File: src/logic/mac_regs_defs.svh
`ifndef MAC_REGS_DEFS_SVH
`define MAC_REGS_DEFS_SVH

`define OFS_MGMT_READ_DATA   8'h24
`define OFS_MGMT_WRITE_DATA  8'h28
`define OFS_TX_DESC_PTR_LOW  8'h2c
`define OFS_TX_DESC_PTR_HIGH 8'h30
`define OFS_RX_DESC_PTR_LOW  8'h34
`define OFS_RX_DESC_PTR_HIGH 8'h38
`define REG_RESET_VAL        16'h0000
`define PTR_LOW_WMASK        16'hfffe
`define REQ_WRITE_BIT        14
`define REQ_READ_BIT         13

`endif

File: src/logic/mac_regs_pkg.sv
`default_nettype none
package mac_regs_pkg;
    // Register access from the processor I/O port
    typedef struct packed {
        logic        wr;
        logic        rd;
        logic [7:0]  addr;
        logic [15:0] wdata;
    } io_req_s;

    // Ring pointer update from the DMA engine
    typedef struct packed {
        logic        load;
        logic [31:0] next_ptr;
    } ring_upd_s;

    typedef enum logic [2:0] {
        MG_IDLE  = 3'b001,
        MG_READ  = 3'b010,
        MG_WRITE = 3'b100
    } mgmt_state_e;
endpackage
`default_nettype wire

File: src/logic/mac_mdio_data_and_desc_ptr_regs.sv
`timescale 1ns/1ps
`default_nettype none
`include "mac_regs_defs.svh"
module mac_mdio_data_and_desc_ptr_regs
    import mac_regs_pkg::*;
(
    input  wire logic        mclk,
    input  wire logic        rst_n,
    input  wire logic        clk_en,
    input  wire io_req_s     io_req,
    output logic [15:0]      io_rdata,
    output logic             io_rvalid,
    input  wire logic        mgmt_read_request,
    input  wire logic        mgmt_write_request,
    input  wire logic        mgmt_done,
    input  wire logic [15:0] mgmt_rd_value,
    output logic [15:0]      mgmt_wr_value,
    output logic             mgmt_read_clear,
    output logic             mgmt_write_clear,
    input  wire ring_upd_s   tx_upd,
    input  wire ring_upd_s   rx_upd,
    output logic [31:0]      tx_ring_pointer,
    output logic [31:0]      rx_ring_pointer
);

    logic [15:0] rd_data_r,  rd_data_nxt;
    logic [15:0] wr_data_r,  wr_data_nxt;
    mgmt_state_e state_r,    state_nxt;
    logic        rclr_r,     rclr_nxt;
    logic        wclr_r,     wclr_nxt;
    logic [15:0] rdata_r,    rdata_nxt;
    logic        rvalid_r,   rvalid_nxt;

    // Ring storage, index 0 transmit, index 1 receive
    logic [15:0] ring_lo_r   [2];
    logic [15:0] ring_lo_nxt [2];
    logic [15:0] ring_hi_r   [2];
    logic [15:0] ring_hi_nxt [2];
    ring_upd_s   ring_upd    [2];

    // Both update ports gathered so one loop serves both rings
    assign ring_upd[0] = tx_upd;
    assign ring_upd[1] = rx_upd;

    // Management transfer tracking; request bits live in the command register
    // Only the transfer state and the clear pulses live in this group
    // A request still high after its clear would start a second transfer
    always_comb
    begin
        state_nxt   = state_r;
        rclr_nxt    = 1'b0;
        wclr_nxt    = 1'b0;
        case (state_r)
            MG_IDLE:
            begin
                // Write wins if both are raised together
                if (mgmt_write_request)
                    state_nxt = MG_WRITE;
                else if (mgmt_read_request)
                    state_nxt = MG_READ;
            end
            MG_READ:
            begin
                if (mgmt_done)
                begin
                    rclr_nxt    = 1'b1;
                    state_nxt   = MG_IDLE;
                end
            end
            MG_WRITE:
            begin
                if (mgmt_done)
                begin
                    wclr_nxt  = 1'b1;
                    state_nxt = MG_IDLE;
                end
            end
            default: state_nxt = MG_IDLE;
        endcase
    end

    // Transfer state flops, frozen while clk_en is low
    always_ff @(posedge mclk or negedge rst_n)
    begin
        if (!rst_n)
        begin
            state_r <= MG_IDLE;
            rclr_r  <= 1'b0;
            wclr_r  <= 1'b0;
        end
        else if (clk_en)
        begin
            state_r <= state_nxt;
            rclr_r  <= rclr_nxt;
            wclr_r  <= wclr_nxt;
        end
    end

    // Read-data capture; only a finishing read may load it
    // Data arriving while idle or writing is stray and dropped
    always_comb
    begin
        rd_data_nxt = rd_data_r;
        if (state_r == MG_READ && mgmt_done)
            rd_data_nxt = mgmt_rd_value;
    end

    // Read-data flop; software has no write path into it
    always_ff @(posedge mclk or negedge rst_n)
    begin
        if (!rst_n)
            rd_data_r <= `REG_RESET_VAL;
        else if (clk_en)
            rd_data_r <= rd_data_nxt;
    end

    // Write-data register; writes to the read-data offset fall through
    always_comb
    begin
        wr_data_nxt = wr_data_r;
        if (io_req.wr && io_req.addr == `OFS_MGMT_WRITE_DATA)
            wr_data_nxt = io_req.wdata;
    end

    // Write-data flop; the serial engine reads it straight from here
    always_ff @(posedge mclk or negedge rst_n)
    begin
        if (!rst_n)
            wr_data_r <= `REG_RESET_VAL;
        else if (clk_en)
            wr_data_r <= wr_data_nxt;
    end

    // One pointer pair per ring, same logic for transmit and receive
    for (genvar g = 0; g < 2; g++)
    begin : g_ring
        localparam logic [7:0] LO_OFS = (g == 0) ? `OFS_TX_DESC_PTR_LOW : `OFS_RX_DESC_PTR_LOW;
        localparam logic [7:0] HI_OFS = (g == 0) ? `OFS_TX_DESC_PTR_HIGH : `OFS_RX_DESC_PTR_HIGH;

        // Frame-end update wins over a same-cycle software write
        // Software is trusted to write only with the ring's enable clear
        always_comb
        begin
            ring_lo_nxt[g] = ring_lo_r[g];
            ring_hi_nxt[g] = ring_hi_r[g];
            if (io_req.wr)
            begin
                if (io_req.addr == LO_OFS)
                    ring_lo_nxt[g] = io_req.wdata & `PTR_LOW_WMASK;
                else if (io_req.addr == HI_OFS)
                    ring_hi_nxt[g] = io_req.wdata;
            end
            if (ring_upd[g].load)
            begin
                ring_hi_nxt[g] = ring_upd[g].next_ptr[31:16];
                ring_lo_nxt[g] = ring_upd[g].next_ptr[15:0] & `PTR_LOW_WMASK;
            end
        end

        // Pointer flops; bit 0 is masked on every load path
        always_ff @(posedge mclk or negedge rst_n)
        begin
            if (!rst_n)
            begin
                ring_lo_r[g] <= `REG_RESET_VAL;
                ring_hi_r[g] <= `REG_RESET_VAL;
            end
            else if (clk_en)
            begin
                ring_lo_r[g] <= ring_lo_nxt[g];
                ring_hi_r[g] <= ring_hi_nxt[g];
            end
        end
    end

    // Read mux; unmapped offsets return zero
    // Answer comes one cycle after a request taken with clk_en high, so no wait state exists
    always_comb
    begin
        rvalid_nxt = io_req.rd;
        rdata_nxt  = `REG_RESET_VAL;
        if (io_req.rd)
        begin
            if (io_req.addr == `OFS_MGMT_READ_DATA)
                rdata_nxt = rd_data_r;
            else if (io_req.addr == `OFS_MGMT_WRITE_DATA)
                rdata_nxt = wr_data_r;
            else if (io_req.addr == `OFS_TX_DESC_PTR_LOW)
                rdata_nxt = ring_lo_r[0] & `PTR_LOW_WMASK;
            else if (io_req.addr == `OFS_TX_DESC_PTR_HIGH)
                rdata_nxt = ring_hi_r[0];
            else if (io_req.addr == `OFS_RX_DESC_PTR_LOW)
                rdata_nxt = ring_lo_r[1] & `PTR_LOW_WMASK;
            else if (io_req.addr == `OFS_RX_DESC_PTR_HIGH)
                rdata_nxt = ring_hi_r[1];
        end
    end

    // Answer flops; held while clk_en is low
    always_ff @(posedge mclk or negedge rst_n)
    begin
        if (!rst_n)
        begin
            rdata_r  <= `REG_RESET_VAL;
            rvalid_r <= 1'b0;
        end
        else if (clk_en)
        begin
            rdata_r  <= rdata_nxt;
            rvalid_r <= rvalid_nxt;
        end
    end

    // Outputs straight from flops
    assign io_rdata         = rdata_r;
    assign io_rvalid        = rvalid_r;
    assign mgmt_wr_value    = wr_data_r;
    assign mgmt_read_clear  = rclr_r;
    assign mgmt_write_clear = wclr_r;
    assign tx_ring_pointer  = {ring_hi_r[0], ring_lo_r[0]};
    assign rx_ring_pointer  = {ring_hi_r[1], ring_lo_r[1]};

endmodule
`default_nettype wire

File: config.mk
export PLATFORM = sky130hd
export DESIGN_NAME = mac_mdio_data_and_desc_ptr_regs
export DESIGN_NICKNAME = d
export VERILOG_FILES = /design/src/logic/mac_regs_pkg.sv /design/src/logic/mac_mdio_data_and_desc_ptr_regs.sv
export VERILOG_INCLUDE_DIRS = /design/src /design/src/logic
export SDC_FILE = /design/constraint.sdc
export NUM_CORES = 1
export LEC_CHECK = 0
export ABC_CLOCK_PERIOD_IN_PS = 2330
export BUFFER_PORTS_ARGS = -buffer_cell sky130_fd_sc_hd__buf_2
export CORE_ASPECT_RATIO = 2
export CORE_UTILIZATION = 40
export DETAILED_ROUTE_END_ITERATION = 6
export GPL_ROUTABILITY_DRIVEN = 1
export PLACE_DENSITY = 0.67
export SLEW_MARGIN = 25
export SYNTH_ARGS = -nofsm -noshare
export SYNTH_HDL_FRONTEND = slang
export SYNTH_SLANG_ARGS = --single-unit
File: constraint.sdc
create_clock -name mclk -period 2.33 [get_ports mclk]
set_input_delay 0.233 -clock mclk [delete_from_list [all_inputs] [get_ports mclk]]
set_output_delay 0.233 -clock mclk [all_outputs]
set_load 0.02 [all_outputs]
=== Yosys cells after proc, flatten, opt, wreduce, memory -nomap -nowiden ===
Index checks and enable logic that the tools add are counted.

* Register bits after elaboration: 118
* Output and inout bits: 99
* Logic and storage cells: 68
* Bits of input ports: 114

* Equal/unequal tests: 13
* Reductions and logical operators: 16
* Mux-type cells: 28

{| class="wikitable"
|+ Operator list
! cell !! number
|-
| $mux W16 || 21
|-
| $eq A8 B6 Y1 const B || 6
|-
| $reduce_bool A2 Y1 || 6
|-
| $mux W3 || 3
|-
| $reduce_and A3 Y1 || 3
|-
| $reduce_and A4 Y1 || 2
|-
| $pmux W3 S2 || 1
|-
| $ne A2 B2 Y1 const B || 2
|-
| $reduce_and A2 Y1 || 2
|-
| $eq A3 B1 Y1 const B || 1
|-
| $eq A3 B2 Y1 const B || 1
|-
| $eq A3 B3 Y1 const B || 1
|-
| $mux W1 || 3
|-
| $ne A3 B3 Y1 const B || 1
|-
| $logic_and A1 B1 Y1 || 2
|-
| $ne A2 B1 Y1 const B || 1
|-
| $reduce_or A2 Y1 || 1
|}

=== Depth between registers and ports, before layout ===
Gate-level depths: netlist of the first run.

* Depth after elaboration: 8
* Mapped depth: 8
* Depth with buffers taken out: 4

=== Least setup slack after synthesis of the first run ===
No wires, ideal clock.

* Kind: input to register
* From: in io_req[23] in the netlist's numbering
* To: reg ring_lo_r (netlist bit tx_ring_pointer[14])
* Buffers on the path: 3
* Stages on the path: 7
* Required time: 2207 ps
* Slack: 102 ps
* Data arrival time: 2105 ps
* Library setup time: 123 ps
* Path through: or4b_4 > or3_1 > buf_6 > or4_1 > buf_2 > buf_6 > o221a_1

* Cells in the longest elaborated chain, start to end: 3

{| class="wikitable"
|+ Ends and longest elaborated chain
! element !! line !! text
|-
| from (decl) || mac_mdio_data_and_desc_ptr_regs.sv:10 || <nowiki>input wire io_req_s io_req,</nowiki>
|-
| $eq A8 B6 Y1 || mac_mdio_data_and_desc_ptr_regs.sv:148 || <nowiki>if (io_req.addr == LO_OFS)</nowiki>
|-
| $reduce_bool A2 Y1 (no source line) || n/a ||
|-
| $reduce_and A3 Y1 (no source line) || n/a ||
|-
| to (signal, indexed assignment) || mac_mdio_data_and_desc_ptr_regs.sv:165 || <nowiki>ring_lo_r[g] <= `REG_RESET_VAL;</nowiki>
|-
| to (signal, indexed assignment) || mac_mdio_data_and_desc_ptr_regs.sv:170 || <nowiki>ring_lo_r[g] <= ring_lo_nxt[g];</nowiki>
|-
| to (decl) || mac_mdio_data_and_desc_ptr_regs.sv:35 || <nowiki>logic [15:0] ring_lo_r [2];</nowiki>
|}

Every way passes these cells.
A chain may end at the register's enable or synchronous reset.

=== Worst setup path in the final report of the first run ===
* From: in io_req[23] in the netlist's numbering
* To: reg ring_lo_r (netlist bit tx_ring_pointer[2])

Same word-level chain as after synthesis.

==> flow_summary.json, run 1 <==
{
  "via_per_inst": 6.041,
  "core_area_sq_um": 14350,
  "final_core_util_pct": 54.32,
  "start_util_pct": 40.77,
  "fillers": 1335,
  "synth_edf_count": 0,
  "route.layer.met1.wl_microns": 7904,
  "first_global_vias": 6038,
  "numCtsBuffers": 17,
  "crit_family": "simple AND/OR/NAND/NOR gates",
  "critPathKind": "in2reg",
  "drt_iter0_markers": 374,
  "route.met2.wl_microns": 11520,
  "clk_latency_ps": 410,
  "whs_ps": 52.86,
  "cts_tree": "yes",
  "vias": 5950,
  "cap_viol_max_count": 0,
  "ys_ff_latch": 116,
  "max_freq_mhz": 541.5,
  "highest_layer": "met4",
  "grt_max_degree": 60,
  "drv_slew": 0,
  "synthTopCellsByArea": "dfrtp_1, o22ai_1, mux2_2",
  "synthCells": 569,
  "htree_levels": 4,
  "endpoint_kind": "register",
  "pin_count": 213,
  "finalCriticalPeriod_ps": 1847,
  "antenna_left": 0,
  "area_growth_pct": 33.23,
  "slowest_stage": "or4b_4",
  "critPathBufInv": 2,
  "leakagePower_nw": 3.568,
  "numClockSinks": 116,
  "netlist.top_cell.by_area": "dfrtp_1",
  "ys_seq_area_share_pct": 49.64,
  "wl_met3_microns": 1196,
  "ctsLongestPathBuffers": 2,
  "p_per_area_nw_per_um2": 831.8,
  "critPathArrivalTime_ps": 2130,
  "rr_worst_depth": 4,
  "finClkSkew_ps": 13.99,
  "synth_top_family_by_area": "compound AO/OA/AOI/OAI gates",
  "synth_top_area_share_pct": 49.19,
  "async_reset_ff_share_pct": 100.0,
  "min_to": "rd_data_r[12]$_DFFE_PN0P_",
  "slew_headroom_pct": 53.97,
  "ys_warn_count": 0,
  "status": "complete, no violations",
  "drc_errors": 0,
  "worst_pin_slew_ps": 687.9,
  "grt.total_usage_pct": 29.80,
  "grt_pass1_wl_microns": 33470,
  "dr.pass1.iters": 5,
  "synth_ff_type": "dfrtp_1",
  "antenna_found_initial": 0,
  "whs_path_depth": 2,
  "placed_area_sq_um": 7197,
  "rows": 62,
  "hp-start": "mgmt_rd_value[12]",
  "wl_per_cell_microns": 22.44,
  "hold_path_class": "in2reg",
  "synthAdderAreaFrac_pct": 0,
  "finalCritPeriodShare_pct": 79.25,
  "synth_compound_area_share_pct": 30.07,
  "antennaDiodeCount": 0,
  "gp_congestion": 0.9299,
  "die_h_microns": 173.0,
  "cp_cell_sequence": "buf_2 -> or4b_4 -> or3_1 -> or4_1 -> buf_4 -> o221a_1",
  "worst_ep_required_time_ps": 2620,
  "start_kind": "primary input",
  "dp_hpwl_microns": 16920,
  "muxShareOfSynthArea_pct": 7.015,
  "synth_xor_area_share_pct": 0,
  "path_clk_slew_ps": 50,
  "ir_drop_v": 0.0004796,
  "setup_viol": 0,
  "syn_area_sq_um": 5851,
  "finalHoldViolations": 0,
  "port_buffers": 208,
  "grt_overflow": 0,
  "rrSetupSlack_ps": 840,
  "nNetsFinal": 895,
  "die_area_sq_um": 15140,
  "regArea_sq_um": 2904,
  "drive_gt1_share_pct": 41.36,
  "fin_setup_tns_ps": 0,
  "reg2reg_from": "state_r[0]$_DFFE_PN1P_",
  "synthSimpleGateAreaFrac_pct": 8.683,
  "postCtsResizedCells": 0,
  "worstPathMaxFanout": 14,
  "worst_r2r_endpoint": "rd_data_r[2]$_DFFE_PN0P_",
  "die_x_microns": 87.52,
  "slowest_delay_ps": 560,
  "avgSynthCellArea_sq_um": 10.28,
  "rsz0062_at_grt": "false",
  "multiInputGateArea_sq_um": 2685,
  "cts-root-buf": "clkbuf_16",
  "design_power_total_mw": 6.484,
  "wl_microns": 22110,
  "ys_types": 50,
  "design_area_sq_um": 7795
}
## power breakdown
part           internal, mW  total [mW]  switching, mW
sequential             2.31        2.62          0.309
combinational         0.552        1.29          0.742
clock                  1.68        2.57          0.895
total                  4.54        6.48           1.95
## cell type report
type | count | area share [%]
Tap cell | 192 | 3.082
Clock buffer | 23 | 6.260
Multi-Input combinational cell | 390 | 34.45
Sequential cell | 116 | 37.26
Timing Repair Buffer | 245 | 17.14
Inverter | 11 | 0.5297
Clock inverter | 8 | 1.284
## synthesized netlist by cell type (5+ instances only)
cell       count
a221oi_1       8
o22ai_1       88
nand4_1        5
a21oi_1       57
nand2b_1       5
dfrtp_1      115
nor2_1         9
o21ai_0       30
o21a_1        18
nand2_1       11
nor2b_1        5
nor3_1        12
o221a_1       14
mux2_2        32
clkbuf_1      46
a22oi_1       14
o2bb2ai_1     10
o221ai_1      14
mux2i_1        5
or2_2         17
inv_1         10
## sequential cells by signal, summed over array words and instances, names as in the netlist
name / flops
rx_ring_pointer: 31
tx_ring_pointer: 31
io_rdata: 16
mgmt_wr_value: 16
rd_data_r: 16
state_r: 3
io_rvalid: 1
mgmt_read_clear: 1
mgmt_write_clear: 1
## worst register-to-register path: stages (launching register included)
cell,delay [ps]
dfstp_2,590
nor2b_1,80
nand3_1,80
buf_4,250
mux2_2,370
## layout by cell type (no fill, tap or decap), types with 17 or more instances in the layout
| cell | n |
|---|---|
| clkbuf_16 | 17 |
| buf_4 | 36 |
| or2_2 | 17 |
| o22ai_1 | 88 |
| buf_2 | 207 |
| o21ai_0 | 30 |
| dfrtp_1 | 115 |
| o21a_1 | 18 |
| a21oi_1 | 57 |
| mux2_2 | 32 |
## metrics by stage
step | instances | worst slack [ps]
3_3_place_gp | 953 | 100.2
2_1_floorplan | 570 | 101.6
3_5_place_dp | 953 | 97.72
5_1_grt | 985 | 463.0
4_1_cts | 985 | 509.3
6_report | 985 | 483.4
## routing by layer
metal / vias up / track usage (%)
met5: - / 0
met1: 2900 / 33.54
met2: 318 / 51.33
li1: 2663 / -
met4: 0 / 19.67
met3: 69 / 3.675
## worst max path at each step
stage	startpoint	endpoint	slack (ps)	cells past startpoint
floorplan	io_req[23]	tx_ring_pointer[14]$_DFFE_PN0P_	100	7
global placement	io_req[23]	tx_ring_pointer[13]$_DFFE_PN0P_	100	6
detailed placement	io_req[23]	tx_ring_pointer[9]$_DFFE_PN0P_	100	6
CTS	io_req[23]	tx_ring_pointer[2]$_DFFE_PN0P_	510	6
global route	io_req[23]	tx_ring_pointer[9]$_DFFE_PN0P_	460	6
finish	io_req[23]	tx_ring_pointer[2]$_DFFE_PN0P_	480	6
## what timing repair did
action | 4_1_cts | 5_1_grt
setup endpoints to repair | 0 | 0
hold buffers | 1 | 0
buffers inserted | 0 | 0
endpoints found under the hold margin | 25 | 0
## cells by family (layout without fill, tap and decap cells)
logic type             count (synthesis)  count (layout)
AOI/OAI and AO/OA                    265             265
buffers and inverters                 64             287
DFF                                  116             116
muxes                                 37              37
other                                  1               2
and+or+nand+nor                       86              86
Power figures use the tool's default switching activity.
==> run 2: changes to the inputs <==
--- a/config.mk
+++ b/config.mk
@@ -6,7 +6,7 @@
 export SDC_FILE = /design/constraint.sdc
 export NUM_CORES = 1
 export LEC_CHECK = 0
-export ABC_CLOCK_PERIOD_IN_PS = 2330
+export ABC_CLOCK_PERIOD_IN_PS = 1700
 export BUFFER_PORTS_ARGS = -buffer_cell sky130_fd_sc_hd__buf_2
 export CORE_ASPECT_RATIO = 2
 export CORE_UTILIZATION = 40
==> constraint.sdc (replaced) <==
create_clock -name mclk -period 1.7 [get_ports mclk]
set_input_delay 0.17 -clock mclk [delete_from_list [all_inputs] [get_ports mclk]]
set_output_delay 0.17 -clock mclk [all_outputs]
set_load 0.02 [all_outputs]
==> run 2 against run 1 <==
Compared with the run above: the run now ends with setup timing left; sequential share of layout area shrank 2.7 points; non-clock buffer count grew 43; critical path depth is the same; via count grew 4.5%; core utilization grew 4.3 points; sequential power grew 37%; cell count grew 4.4%; clock-buffer cell count shrank 1; worst setup slack lost 570 ps; critical endpoint is now tx_ring_pointer[3]$_DFFE_PN0P_.
==> flow_summary.json, run 2 (synthesis results as in run 1) <==
{
  "finalCriticalPeriod_ps": 1787,
  "grt_pass1_wl_microns": 34760,
  "rows": 62,
  "critPathKind": "in2reg",
  "highest_layer": "met4",
  "leakagePower_nw": 3.885,
  "htree_levels": 4,
  "grt_max_degree": 46,
  "finalHoldViolations": 0,
  "p_per_area_nw_per_um2": 1143,
  "first_global_vias": 6450,
  "clkPwrFrac_pct": 43.0,
  "route.layer.met1.wl_microns": 8140,
  "finClkSkew_ps": 8.333,
  "critPathArrivalTime_ps": 2080,
  "rsz0062_at_grt": "true",
  "power.switching_mw": 2.712,
  "die_h_microns": 173.0,
  "max_freq_mhz": 559.7,
  "final_common_cell": "buf_2",
  "dr.pass1.iters": 5,
  "start_kind": "primary input",
  "ctsLongestPathBuffers": 2,
  "ir_drop_v": 0.0005833,
  "power.switching_fraction_pct": 28.20,
  "die_x_microns": 87.52,
  "cts_tree": "yes",
  "whs_ps": 5.171,
  "setup_viol": 14,
  "antenna_left": 0,
  "final_cell_mix": "buf_2, dfrtp_1, o22ai_1",
  "worst_pin_slew_ps": 754.8,
  "numCtsBuffers": 17,
  "cp-startpoint": "io_req[23]",
  "wl_microns": 22900,
  "drive_gt1_share_pct": 44.74,
  "dp_hpwl_microns": 17300,
  "finalCritPeriodShare_pct": 105.1,
  "core_area_sq_um": 14350,
  "slew_headroom_pct": 49.50,
  "post_cts_buffers": 0,
  "wl_met3_microns": 1238,
  "grt_overflow": 0,
  "seq_power_share_pct": 37.3,
  "p_comb_share_pct": 19.8,
  "numClockSinks": 116,
  "endpoint_kind": "register",
  "hold_path_class": "in2reg",
  "status": "complete, but fails checks",
  "port_buffers": 208,
  "antenna_found_initial": 0,
  "cap_viol_max_count": 0,
  "worst_ep_required_time_ps": 1990,
  "vias": 6217,
  "pin_count": 213,
  "fin_setup_tns_ps": -915.6,
  "clk_latency_ps": 410,
  "reg2reg_from": "state_r[0]$_DFFE_PN1P_",
  "worstPathMaxFanout": 7,
  "drt_iter0_markers": 404,
  "gp_congestion": 0.9056,
  "die_area_sq_um": 15140,
  "drc_errors": 0,
  "hp-start": "mgmt_rd_value[2]",
  "cts-root-buf": "clkbuf_16",
  "worst_slack_ps": -86.59,
  "route.met2.wl_microns": 12240,
  "drv_slew": 0,
  "area_growth_pct": 43.76,
  "antennaDiodeCount": 0,
  "start_util_pct": 40.77,
  "wl_per_cell_microns": 22.27,
  "design_power_total_mw": 9.615,
  "violations": "setup timing",
  "path_clk_slew_ps": 50,
  "grt.total_usage_pct": 30.85,
  "nNetsFinal": 938,
  "p_int_mw": 6.904,
  "via_per_inst": 6.048
}
==> run 2: critical path, stage by stage <==
cell and delay [ps]:
buf_6 90, or4b_4 560, or3_4 350, or4_4 460, buf_4 200, o221a_1 250
==> run 2: routing by layer <==
metal	up-vias	GRT usage [%]
li1	2740	-
met1	3069	33.49
met2	335	54.56
met3	73	5.251
met4	0	17.96
met5	-	0
==> run 2: timing repair <==
action / CTS / global route
hold buffers: 13 / 0
cloned: 0 / 1
setup endpoints to repair: 14 / 14
hold endpoints to repair: 127 / 0
resized for setup: 3 / 5
==> run 2: metrics by stage <==
| stage | setup slack, ps | utilization [%] | cell area (sq um) | instances |
|---|---|---|---|---|
| floorplan | -465.4 | - | 5983 | 570 |
| global placement | -434.5 | 52.69 | 7562 | 983 |
| detailed placement | -447.8 | 52.69 | 7562 | 983 |
| CTS | -26.53 | 58.47 | 8391 | 1027 |
| global route | -82.12 | 58.61 | 8411 | 1028 |
| finish | -86.59 | 58.61 | 8411 | 1028 |
==> run 2: cell type report <==
class	instances	area (sq um)
clock buffers	22	484.2
clock inverters	9	197.7
fillers	1278	5941
inverters	11	41.29
multi-input cells	390	2784
flip-flops and latches	116	2904
well taps	192	240.2
repair buffers	288	1759
==> run 2: power by group through the flow <==
| stage | Clock, mW | Combinational, mW | Sequential (mW) |
|---|---|---|---|
| after detailed placement | 0 | 1.85 | 3.61 |
| after global placement | 0 | 1.81 | 3.59 |
| after floorplan | 0 | 0.803 | 3.78 |
| final | 4.13 | 1.90 | 3.58 |
| after global routing | 4.30 | 2.04 | 3.63 |
| after CTS | 4.16 | 1.89 | 3.57 |
==> run 2: worst paths after layout <==
check                      cells past startpoint  slack (ps)                        endpoint
max                                            6         -90  tx_ring_pointer[3]$_DFFE_PN0P_
min                                            2           5        rd_data_r[2]$_DFFE_PN0P_
max reg2reg                                    4         280       rd_data_r[12]$_DFFE_PN0P_
min reg2reg                                    1         510        rd_data_r[5]$_DFFE_PN0P_
max in group asynchronous                      3         970   mgmt_wr_value[13]$_DFFE_PN0P_
min in group asynchronous                      2         160        rd_data_r[2]$_DFFE_PN0P_
